===== src/design/bsr_pkg.sv =====
package bsr_pkg;

  // ---------------------------------------------------------------
  // register map (byte addresses, one aligned word each)
  // ---------------------------------------------------------------
  localparam logic [7:0] BSR_OFF_CMD = 8'h00;
  localparam logic [7:0] BSR_OFF_WORK = 8'h04;
  localparam logic [7:0] BSR_OFF_FLAGS = 8'h08;
  localparam logic [7:0] BSR_OFF_MADDR = 8'h0C;
  localparam logic [7:0] BSR_OFF_MDATA = 8'h10;
  localparam logic [7:0] BSR_OFF_STATUS = 8'h14;

  // ---------------------------------------------------------------
  // field positions
  // ---------------------------------------------------------------
  localparam int BSR_FLG_ZERO_BIT = 0;
  localparam int BSR_FLG_CARRY_BIT = 1;
  localparam int BSR_FLG_AUX_BIT = 2;
  localparam int BSR_FLG_OVF_BIT = 3;
  localparam int BSR_STAT_BUSY_BIT = 0;
  localparam int BSR_STAT_OP_LSB = 4;
  localparam int BSR_OP_W = 4;

  // ---------------------------------------------------------------
  // reset values
  // ---------------------------------------------------------------
  localparam logic [7:0] BSR_WORK_RST = 8'h00;
  localparam logic [3:0] BSR_FLAGS_RST = 4'h0;
  localparam logic [7:0] BSR_MEM_RST = 8'h00;
  localparam logic [31:0] BSR_RDATA_RST = 32'h00000000;

  // ---------------------------------------------------------------
  // operation codes written to the command register
  // ---------------------------------------------------------------
  localparam logic [3:0] BSR_OP_NOP = 4'h0;
  localparam logic [3:0] BSR_OP_SHR_WORK = 4'h1;
  localparam logic [3:0] BSR_OP_RRC_WORK = 4'h2;
  localparam logic [3:0] BSR_OP_SHR_MEM = 4'h3;
  localparam logic [3:0] BSR_OP_RRC_MEM = 4'h4;
  localparam logic [3:0] BSR_OP_SHL_WORK = 4'h5;
  localparam logic [3:0] BSR_OP_RLC_WORK = 4'h6;
  localparam logic [3:0] BSR_OP_SHL_MEM = 4'h7;
  localparam logic [3:0] BSR_OP_RLC_MEM = 4'h8;
  localparam logic [3:0] BSR_OP_SWAP_WORK = 4'h9;

  typedef enum logic [1:0] {
    BSR_ST_IDLE,
    BSR_ST_EXEC,
    BSR_ST_MEM_READ,
    BSR_ST_MEM_WRITE
  } bsr_seq_t;

  function automatic logic bsr_is_mem_op(input logic [3:0] op);
    bsr_is_mem_op = (op == BSR_OP_SHR_MEM) || (op == BSR_OP_RRC_MEM) ||
                    (op == BSR_OP_SHL_MEM) || (op == BSR_OP_RLC_MEM);
  endfunction

  function automatic logic bsr_is_work_op(input logic [3:0] op);
    bsr_is_work_op = (op == BSR_OP_SHR_WORK) || (op == BSR_OP_RRC_WORK) ||
                     (op == BSR_OP_SHL_WORK) || (op == BSR_OP_RLC_WORK) ||
                     (op == BSR_OP_SWAP_WORK);
  endfunction

endpackage


===== src/design/bsr_unit.sv =====
// The Avalon-MM slave port and the register addresses were decided locally.
`timescale 1ns/1ps
// What this block does
// RULE1: logical right shift of working register: zero into bit 7, old bit 0 to carry.
// RULE2: rotate right working register through carry: carry into bit 7, bit 0 to carry.
// RULE3: logical right shift of memory byte written back, old bit 0 to carry.
// RULE4: rotate right memory byte through carry, written back, old bit 0 to carry.
// RULE5: logical left shift of working register: zero into bit 0, old bit 7 to carry.
// RULE6: rotate left working register through carry: carry into bit 0, bit 7 to carry.
// RULE7: logical left shift of memory byte written back, old bit 7 to carry.
// RULE8: rotate left memory byte through carry, written back, old bit 7 to carry.
// RULE9: nibble swap of working register exchanges high and low halves at once.
// RULE10: every shift or rotate changes carry only; zero, aux carry, overflow hold.
// RULE11: nibble swap leaves zero, carry, aux carry and overflow untouched.
// RULE12: memory shifts are read-modify-write of one address within one operation.
module bsr_unit
  import bsr_pkg::*;
#(
  parameter int DEPTH = 16
) (
  input wire logic clk,
  input wire logic rst_b,
  input wire logic [7:0] avs_address,
  input wire logic avs_read,
  input wire logic avs_write,
  input wire logic [31:0] avs_writedata,
  input wire logic [3:0] avs_byteenable,
  output logic [31:0] avs_readdata,
  output logic avs_waitrequest,
  output logic [7:0] working_register,
  output logic carry_flag,
  output logic zero_flag,
  output logic aux_carry_flag,
  output logic overflow_flag,
  output logic busy
);

  localparam int AW = (DEPTH > 1) ? $clog2(DEPTH) : 1;

  typedef struct packed {
    bsr_seq_t seq;
    logic [3:0] op;
    logic [7:0] work;
    logic [3:0] flags;
    logic [AW-1:0] maddr;
    logic [7:0] mbuf;
    logic wait_req;
    logic busy;
    logic [31:0] rdata;
  } bsr_unit_state_t;

  localparam bsr_unit_state_t BSR_UNIT_RST = '{
    seq: BSR_ST_IDLE,
    op: BSR_OP_NOP,
    work: BSR_WORK_RST,
    flags: BSR_FLAGS_RST,
    maddr: '0,
    mbuf: BSR_MEM_RST,
    wait_req: 1'b1,
    busy: 1'b0,
    rdata: BSR_RDATA_RST
  };

  bsr_unit_state_t state_ff;
  bsr_unit_state_t nxt_state;

  logic [7:0] core_operand;
  logic [7:0] core_result;
  logic core_cout;
  logic core_cupd;
  logic mem_we;
  logic [AW-1:0] mem_wa;
  logic [7:0] mem_wd;
  logic [7:0] mem_rd;
  logic aligned;
  logic lane0;
  logic is_busy;
  logic commit_wr;
  logic [31:0] read_mux;

  // ---------------------------------------------------------------
  // datapath and storage
  // ---------------------------------------------------------------
  assign core_operand = bsr_is_mem_op(state_ff.op) ? state_ff.mbuf : state_ff.work;

  bsr_shift_core u_core (
    .op(state_ff.op),
    .operand(core_operand),
    .carry_in(state_ff.flags[BSR_FLG_CARRY_BIT]),
    .result(core_result),
    .carry_out(core_cout),
    .carry_upd(core_cupd)
  );

  bsr_dmem #(
    .DEPTH(DEPTH),
    .AW(AW)
  ) u_dmem (
    .clk(clk),
    .rst_b(rst_b),
    .wr_en(mem_we),
    .wr_addr(mem_wa),
    .wr_data(mem_wd),
    .rd_addr(state_ff.maddr),
    .rd_data(mem_rd)
  );

  // ---------------------------------------------------------------
  // bus decode
  // ---------------------------------------------------------------
  assign aligned = (avs_address[1:0] == 2'h0);
  assign lane0 = avs_byteenable[0];
  assign is_busy = state_ff.busy;
  // writes land only in the cycle where waitrequest is low, so the master sees them at that edge
  assign commit_wr = !state_ff.wait_req && avs_write && aligned && lane0;

  always_comb begin
    read_mux = 32'h00000000;
    if (aligned) begin
      case (avs_address)
        BSR_OFF_CMD: read_mux = {28'h0000000, state_ff.op};
        BSR_OFF_WORK: read_mux = {24'h000000, state_ff.work};
        BSR_OFF_FLAGS: read_mux = {28'h0000000, state_ff.flags};
        BSR_OFF_MADDR: read_mux = {{(32 - AW){1'b0}}, state_ff.maddr};
        BSR_OFF_MDATA: read_mux = {24'h000000, mem_rd};
        BSR_OFF_STATUS: begin
          read_mux[BSR_STAT_BUSY_BIT] = is_busy;
          read_mux[BSR_STAT_OP_LSB +: BSR_OP_W] = state_ff.op;
        end
        default: read_mux = 32'h00000000;
      endcase
    end
  end

  // ---------------------------------------------------------------
  // memory port: sequencer write-back has priority by construction,
  // because bus writes are only committed while idle
  // ---------------------------------------------------------------
  always_comb begin
    mem_we = 1'b0;
    mem_wa = state_ff.maddr;
    mem_wd = avs_writedata[7:0];
    if (state_ff.seq == BSR_ST_MEM_WRITE) begin
      mem_we = 1'b1; // RULE12
      mem_wd = core_result; // RULE3 RULE4 RULE7 RULE8
    end else if (commit_wr && (avs_address == BSR_OFF_MDATA)) begin
      mem_we = 1'b1;
    end
  end

  // ---------------------------------------------------------------
  // bus handshake, register writes and sequencer
  // ---------------------------------------------------------------
  always_comb begin
    nxt_state = state_ff;
    if (state_ff.wait_req) begin
      if (avs_read) begin
        nxt_state.wait_req = 1'b0;
        nxt_state.rdata = read_mux;
      end else if (avs_write && !is_busy) begin
        // writes stall while an operation runs so no field changes under it
        nxt_state.wait_req = 1'b0;
      end
    end else begin
      nxt_state.wait_req = 1'b1;
    end

    if (commit_wr) begin
      case (avs_address)
        BSR_OFF_CMD: begin
          nxt_state.op = avs_writedata[BSR_OP_W-1:0];
          if (bsr_is_mem_op(avs_writedata[BSR_OP_W-1:0])) begin
            nxt_state.seq = BSR_ST_MEM_READ;
          end else if (bsr_is_work_op(avs_writedata[BSR_OP_W-1:0])) begin
            nxt_state.seq = BSR_ST_EXEC;
          end
        end
        BSR_OFF_WORK: nxt_state.work = avs_writedata[7:0];
        BSR_OFF_FLAGS: nxt_state.flags = avs_writedata[3:0];
        BSR_OFF_MADDR: nxt_state.maddr = avs_writedata[AW-1:0];
        default: nxt_state.seq = state_ff.seq;
      endcase
    end

    case (state_ff.seq)
      BSR_ST_IDLE: begin
        nxt_state.mbuf = state_ff.mbuf;
      end
      BSR_ST_EXEC: begin
        nxt_state.work = core_result; // RULE1 RULE2 RULE5 RULE6 RULE9
        if (core_cupd) begin
          nxt_state.flags[BSR_FLG_CARRY_BIT] = core_cout; // RULE10 RULE11
        end
        nxt_state.seq = BSR_ST_IDLE;
      end
      BSR_ST_MEM_READ: begin
        nxt_state.mbuf = mem_rd; // RULE12
        nxt_state.seq = BSR_ST_MEM_WRITE;
      end
      BSR_ST_MEM_WRITE: begin
        if (core_cupd) begin
          nxt_state.flags[BSR_FLG_CARRY_BIT] = core_cout; // RULE10
        end
        nxt_state.seq = BSR_ST_IDLE;
      end
      default: begin
        nxt_state.seq = BSR_ST_IDLE;
      end
    endcase
    // busy is a flop of its own so the output pin carries no decode logic
    nxt_state.busy = (nxt_state.seq != BSR_ST_IDLE);
  end

  always_ff @(posedge clk) begin
    if (!rst_b) begin
      state_ff <= BSR_UNIT_RST;
    end else begin
      state_ff <= nxt_state;
    end
  end

  // ---------------------------------------------------------------
  // outputs
  // ---------------------------------------------------------------
  assign avs_readdata = state_ff.rdata;
  assign avs_waitrequest = state_ff.wait_req;
  assign working_register = state_ff.work;
  assign carry_flag = state_ff.flags[BSR_FLG_CARRY_BIT];
  assign zero_flag = state_ff.flags[BSR_FLG_ZERO_BIT];
  assign aux_carry_flag = state_ff.flags[BSR_FLG_AUX_BIT];
  assign overflow_flag = state_ff.flags[BSR_FLG_OVF_BIT];
  assign busy = is_busy;

  logic [7:0] w;
  logic [7:0] mb;
  logic c;
  assign w = state_ff.work;
  assign mb = state_ff.mbuf;
  assign c = state_ff.flags[BSR_FLG_CARRY_BIT];

  function automatic logic exec_of(input bsr_seq_t s, input logic [3:0] o, input logic [3:0] want);
    exec_of = (s == BSR_ST_EXEC) && (o == want);
  endfunction
endmodule


===== src/design/bsr_shift_core.sv =====
`timescale 1ns/1ps
module bsr_shift_core
  import bsr_pkg::*;
(
  input wire logic [3:0] op,
  input wire logic [7:0] operand,
  input wire logic carry_in,
  output logic [7:0] result,
  output logic carry_out,
  output logic carry_upd
);

  // ---------------------------------------------------------------
  // purely combinational; the caller decides when to commit
  // ---------------------------------------------------------------
  always_comb begin
    result = operand;
    carry_out = carry_in;
    carry_upd = 1'b0;
    case (op)
      BSR_OP_SHR_WORK, BSR_OP_SHR_MEM: begin
        result = {1'b0, operand[7:1]}; // RULE1 RULE3
        carry_out = operand[0];
        carry_upd = 1'b1;
      end
      BSR_OP_RRC_WORK, BSR_OP_RRC_MEM: begin
        result = {carry_in, operand[7:1]}; // RULE2 RULE4
        carry_out = operand[0];
        carry_upd = 1'b1;
      end
      BSR_OP_SHL_WORK, BSR_OP_SHL_MEM: begin
        result = {operand[6:0], 1'b0}; // RULE5 RULE7
        carry_out = operand[7];
        carry_upd = 1'b1;
      end
      BSR_OP_RLC_WORK, BSR_OP_RLC_MEM: begin
        result = {operand[6:0], carry_in}; // RULE6 RULE8
        carry_out = operand[7];
        carry_upd = 1'b1;
      end
      BSR_OP_SWAP_WORK: begin
        result = {operand[3:0], operand[7:4]}; // RULE9
      end
      default: begin
        result = operand;
      end
    endcase
  end

endmodule


===== src/design/bsr_dmem.sv =====
`timescale 1ns/1ps
module bsr_dmem
  import bsr_pkg::*;
#(
  parameter int DEPTH = 16,
  parameter int AW = 4
) (
  input wire logic clk,
  input wire logic rst_b,
  input wire logic wr_en,
  input wire logic [AW-1:0] wr_addr,
  input wire logic [7:0] wr_data,
  input wire logic [AW-1:0] rd_addr,
  output logic [7:0] rd_data
);

  typedef struct packed {
    logic [DEPTH-1:0][7:0] mem;
  } bsr_dmem_state_t;

  bsr_dmem_state_t state_ff;
  bsr_dmem_state_t nxt_state;
  logic [DEPTH-1:0] hit;

  // ---------------------------------------------------------------
  // per-entry write decode
  // ---------------------------------------------------------------
  for (genvar i = 0; i < DEPTH; i++) begin : g_hit
    assign hit[i] = wr_en && (wr_addr == AW'(i));
  end

  always_comb begin
    nxt_state = state_ff;
    for (int j = 0; j < DEPTH; j++) begin
      if (hit[j]) begin
        nxt_state.mem[j] = wr_data;
      end
    end
  end

  always_ff @(posedge clk) begin
    if (!rst_b) begin
      state_ff <= '{mem: {DEPTH{BSR_MEM_RST}}};
    end else begin
      state_ff <= nxt_state;
    end
  end

  // read is asynchronous from the flops so a read-modify-write fits two cycles
  assign rd_data = state_ff.mem[rd_addr];

endmodule


===== config.mk =====
export PLATFORM = sky130hd
export DESIGN_NAME = bsr_unit
export DESIGN_NICKNAME = d
export VERILOG_FILES = /design/src/design/bsr_pkg.sv /design/src/design/bsr_unit.sv /design/src/design/bsr_shift_core.sv /design/src/design/bsr_dmem.sv
export SDC_FILE = /design/constraint.sdc
export NUM_CORES = 1
export LEC_CHECK = 0
export ABC_AREA = 1
export BUFFER_PORTS_ARGS = -buffer_cell sky130_fd_sc_hd__buf_2
export CORE_ASPECT_RATIO = 0.6
export CORE_MARGIN = 2
export CORE_UTILIZATION = 45
export CTS_CLUSTER_SIZE = 28
export DETAILED_ROUTE_END_ITERATION = 8
export HOLD_SLACK_MARGIN = 0.15
export PLACE_DENSITY = 0.74
export REMOVE_ABC_BUFFERS = 1
export SYNTH_ARGS = -nofsm -noshare
export SYNTH_HDL_FRONTEND = slang
export SYNTH_SLANG_ARGS = --single-unit

===== constraint.sdc =====
create_clock -name clk -period 4.1 [get_ports clk]
set_input_delay 0.205 -clock clk [delete_from_list [all_inputs] [get_ports clk]]
set_output_delay 0.205 -clock clk [all_outputs]
set_load 0.01 [all_outputs]

==> flow_metrics.env <==
export IMPL_outcome="complete, no violations"
export IMPL_regArea_um2=3360
export IMPL_synth_xor_area_share_pct=0.0919
export IMPL_swShare_pct=24.0
export IMPL_ir_worst_vdd_mv=0.290
export IMPL_syn_area_per_cell_um2=6.32
export IMPL_yosysUniqueCellTypes=37
export IMPL_post_drt_wl_per_cell_um=15.6
export IMPL_finalWorstSetupSlack_ns=1.48
export IMPL_dpl_hpwl_um=19200
export IMPL_max_freq_mhz=382
export IMPL_cp_end_kind="flop"
export IMPL_final_common_cell="nand2_1"
export IMPL_dieHeight_um=117
export IMPL_synth_area_top_cells="dfxtp_1, nand2_1, inv_1"
export IMPL_cp_max_fo=16
export IMPL_synthCells=1509
export IMPL_layout_common_cells="nand2_1, inv_1, nor2_1, dfxtp_1, nand3_1"
export IMPL_fillers=2045
export IMPL_synthFlopType="dfxtp_1"
export IMPL_instances_no_fill=1798
export IMPL_ys_seq_area_share_pct=35.3
export IMPL_grt_ovfl_total=0
export IMPL_ant_nets=0
export IMPL_die_area_um2=22400
export IMPL_met1_length_um=13500
export IMPL_power_share_combinational_pct=3.1
export IMPL_ys_warn_count=0
export IMPL_wl_um=28100
export IMPL_cts_tree="built"
export IMPL_drive_above_1_share_pct=8.76
export IMPL_pwr_share_clk_pct=49.7
export IMPL_synth_top_area_share_pct=35.3
export IMPL_slew_headroom_pct=20.9
export IMPL_num_rows=41
export IMPL_netSwitchingPower_w=0.000831
export IMPL_p_leak_nw=4.89
export IMPL_routed_wl_met3_um=2890
export IMPL_dp_cells=1762
export IMPL_seqPwrFrac_pct=47.2
export IMPL_synth_seq_cells=168
export IMPL_maxCapViolations=0
export IMPL_synthAdderAreaFrac_pct=0
export IMPL_io_pins=94
export IMPL_syn_area_um2=9530
export IMPL_pwr_density_cell_nw_per_um2=336
export IMPL_rsz0062_at_grt="no"
export IMPL_met2_length_um=11400
export IMPL_first_global_vias=8439
export IMPL_setup_tns_final_ns=0
export IMPL_synth_largest_area_cell="dfxtp_1"
export IMPL_cts_sinks=168
export IMPL_fin_crit_sh_pct=63.9
export IMPL_grt_max_degree=86
export IMPL_grt_pass1_wl_um=44500
export IMPL_cts_root_buffer_cell="clkbuf_16"
export IMPL_grt_total_usage_pct=25.6
export IMPL_cts_inserted_buffers=17
export IMPL_holdCritPathClass="in2reg"
export IMPL_core_area_um2=20900
export IMPL_drtIter0Drc=1133
export IMPL_finalSetupViolCount=0
export IMPL_crit_required_ns=4.43
export IMPL_fin_skew_ns=0.0154
export IMPL_synthMuxAreaShare_pct=0
export IMPL_synth_compound_area_share_pct=12.1
export IMPL_async_flop_share_pct=0
export IMPL_dr_pass1_iters=6
export IMPL_clkTransAtPathRegs_ns=0.07
export IMPL_antenna_found_initial=0
export IMPL_cp_start_kind="flop"
export IMPL_syn_to_final_growth_pct=7.89
export IMPL_p_int_w=0.00263
export IMPL_drc=0
export IMPL_via_count=9551
export IMPL_worstSetupPathType="reg2reg"
export IMPL_worst_pin_slew_ns=1.18
export IMPL_yosys_area_share_simple_pct=35.1
export IMPL_p_total_w=0.00346
export IMPL_multi_input_area_um2=4610
export IMPL_cts_max_level=4
export IMPL_cts_buffer_depth=2
export IMPL_synth_edf_count=0
export IMPL_place_ws_ns=1.59
export IMPL_viasPerCell=5.31
export IMPL_gp_congestion=1.03
export IMPL_start_util_pct=45.6
export IMPL_insertion_delay_ns=0.44
export IMPL_crit_arrival_ns=2.95
export IMPL_synth_top_family_by_area="simple AND/OR/NAND/NOR gates"
export IMPL_slew_violations=0
export IMPL_nets=1554
export IMPL_n_antenna_cell=0
export IMPL_fin_crit_ns=2.62
export IMPL_io_buffer_count=42
export IMPL_fp_dieW_um=192
export IMPL_hold_violations=0
export IMPL_top_layer="met4"
==> per-stage QoR <==
step,area (µm²),hold WS (ns),util [%]
floorplan,9010,0.294,-
global placement,9630,0.436,46.1
detailed placement,9630,0.450,46.1
CTS,10300,0.152,49.2
global route,10300,0.193,49.2
finish,10300,0.158,49.2
==> path summary, 6_finish.rpt <==
kind,slack [ns],from,to,cells after the start
worst max-delay path,1.48,state_ff[62]$_SDFF_PN0_,u_dmem.state_ff[5]$_SDFFE_PN0P_,9
worst min-delay path,0.16,avs_writedata[4],working_register[4]$_SDFFE_PN0P_,5
worst min register to register,0.47,avs_readdata[7]$_SDFFE_PN0P_,avs_readdata[7]$_SDFFE_PN0P_,2
worst max register to register,1.48,state_ff[62]$_SDFF_PN0_,u_dmem.state_ff[5]$_SDFFE_PN0P_,9
==> per-layer routing <==
metal	track usage (%)	vias to the layer above
met5	0	-
met4	5.49	0
met3	5.71	35
met2	36.9	437
met1	38.7	4439
li1	-	4640
==> synth_stat cells, types with 2 or more instances <==
cell      count
o22ai_1      10
inv_2         3
buf_2        10
nand3_2      17
o21ai_0      61
clkbuf_1     32
nand2_2       6
o211ai_1      4
nor3_1       13
nor2_1      214
dfxtp_1     168
buf_6         4
a22oi_1      13
nand3_4       4
inv_1       271
clkinv_1      2
nor2_2        7
a211oi_1      8
nand3_1     162
nor2_4        9
nand4_1      12
buf_4        48
a31oi_1       3
nand2_1     303
buf_1         3
a21oi_1     111
==> flip-flops by register name (all words and copies together) (netlist names) <==
name / flops
u_dmem.state_ff: 128
avs_readdata: 8
mb: 8
working_register: 8
state_ff: 6
mem_wa: 4
aux_carry_flag: 1
avs_waitrequest: 1
busy: 1
carry_flag: 1
overflow_flag: 1
zero_flag: 1
==> worst max-delay path: stages, from the launching register on <==
cell	delay, ns
dfxtp_1	0.45
nand2_2	0.21
inv_2	0.34
a21oi_2	0.15
inv_1	0.11
nand2_1	0.07
nor2_1	0.87
nand3_1	0.17
nand2_1	0.10
inv_1	0.04
==> cells by family after synthesis <==
| kind of cell | Yosys count |
|---|---|
| and+or+nand+nor | 751 |
| AOI/OAI and AO/OA | 213 |
| buffers and inverters | 375 |
| other | 1 |
| xor gates and xnor gates | 1 |
| DFF | 168 |
==> timing repair <==
item | CTS | global route
resized for setup | 0 | 0
endpoints found under the hold margin | 3 | 0
setup buffers | 0 | 0
hold buffers | 4 | 0
==> cell type report <==
type                            instances  share of cell area (%)
Multi-Input combinational cell        989                    44.8
Sequential cell                       168                    32.7
Inverter                              277                    10.2
Clock buffer                           18                    4.17
Tap cell                              279                    3.39
Timing Repair Buffer                   53                    2.94
Clock inverter                         14                    1.81
==> power groups by stage <==
| stage | clock network, W | logic (W) | registers (W) |
|---|---|---|---|
| 6_report | 0.00172 | 0.000108 | 0.00163 |
| 3_3_place_gp | 0 | 0.0000997 | 0.00167 |
| 3_5_place_dp | 0 | 0.0000998 | 0.00167 |
| 5_1_grt | 0.00180 | 0.000115 | 0.00163 |
| 2_1_floorplan | 0 | 0.0000535 | 0.00167 |
| 4_1_cts | 0.00173 | 0.000103 | 0.00163 |
(Power assumes the default switching activity.)
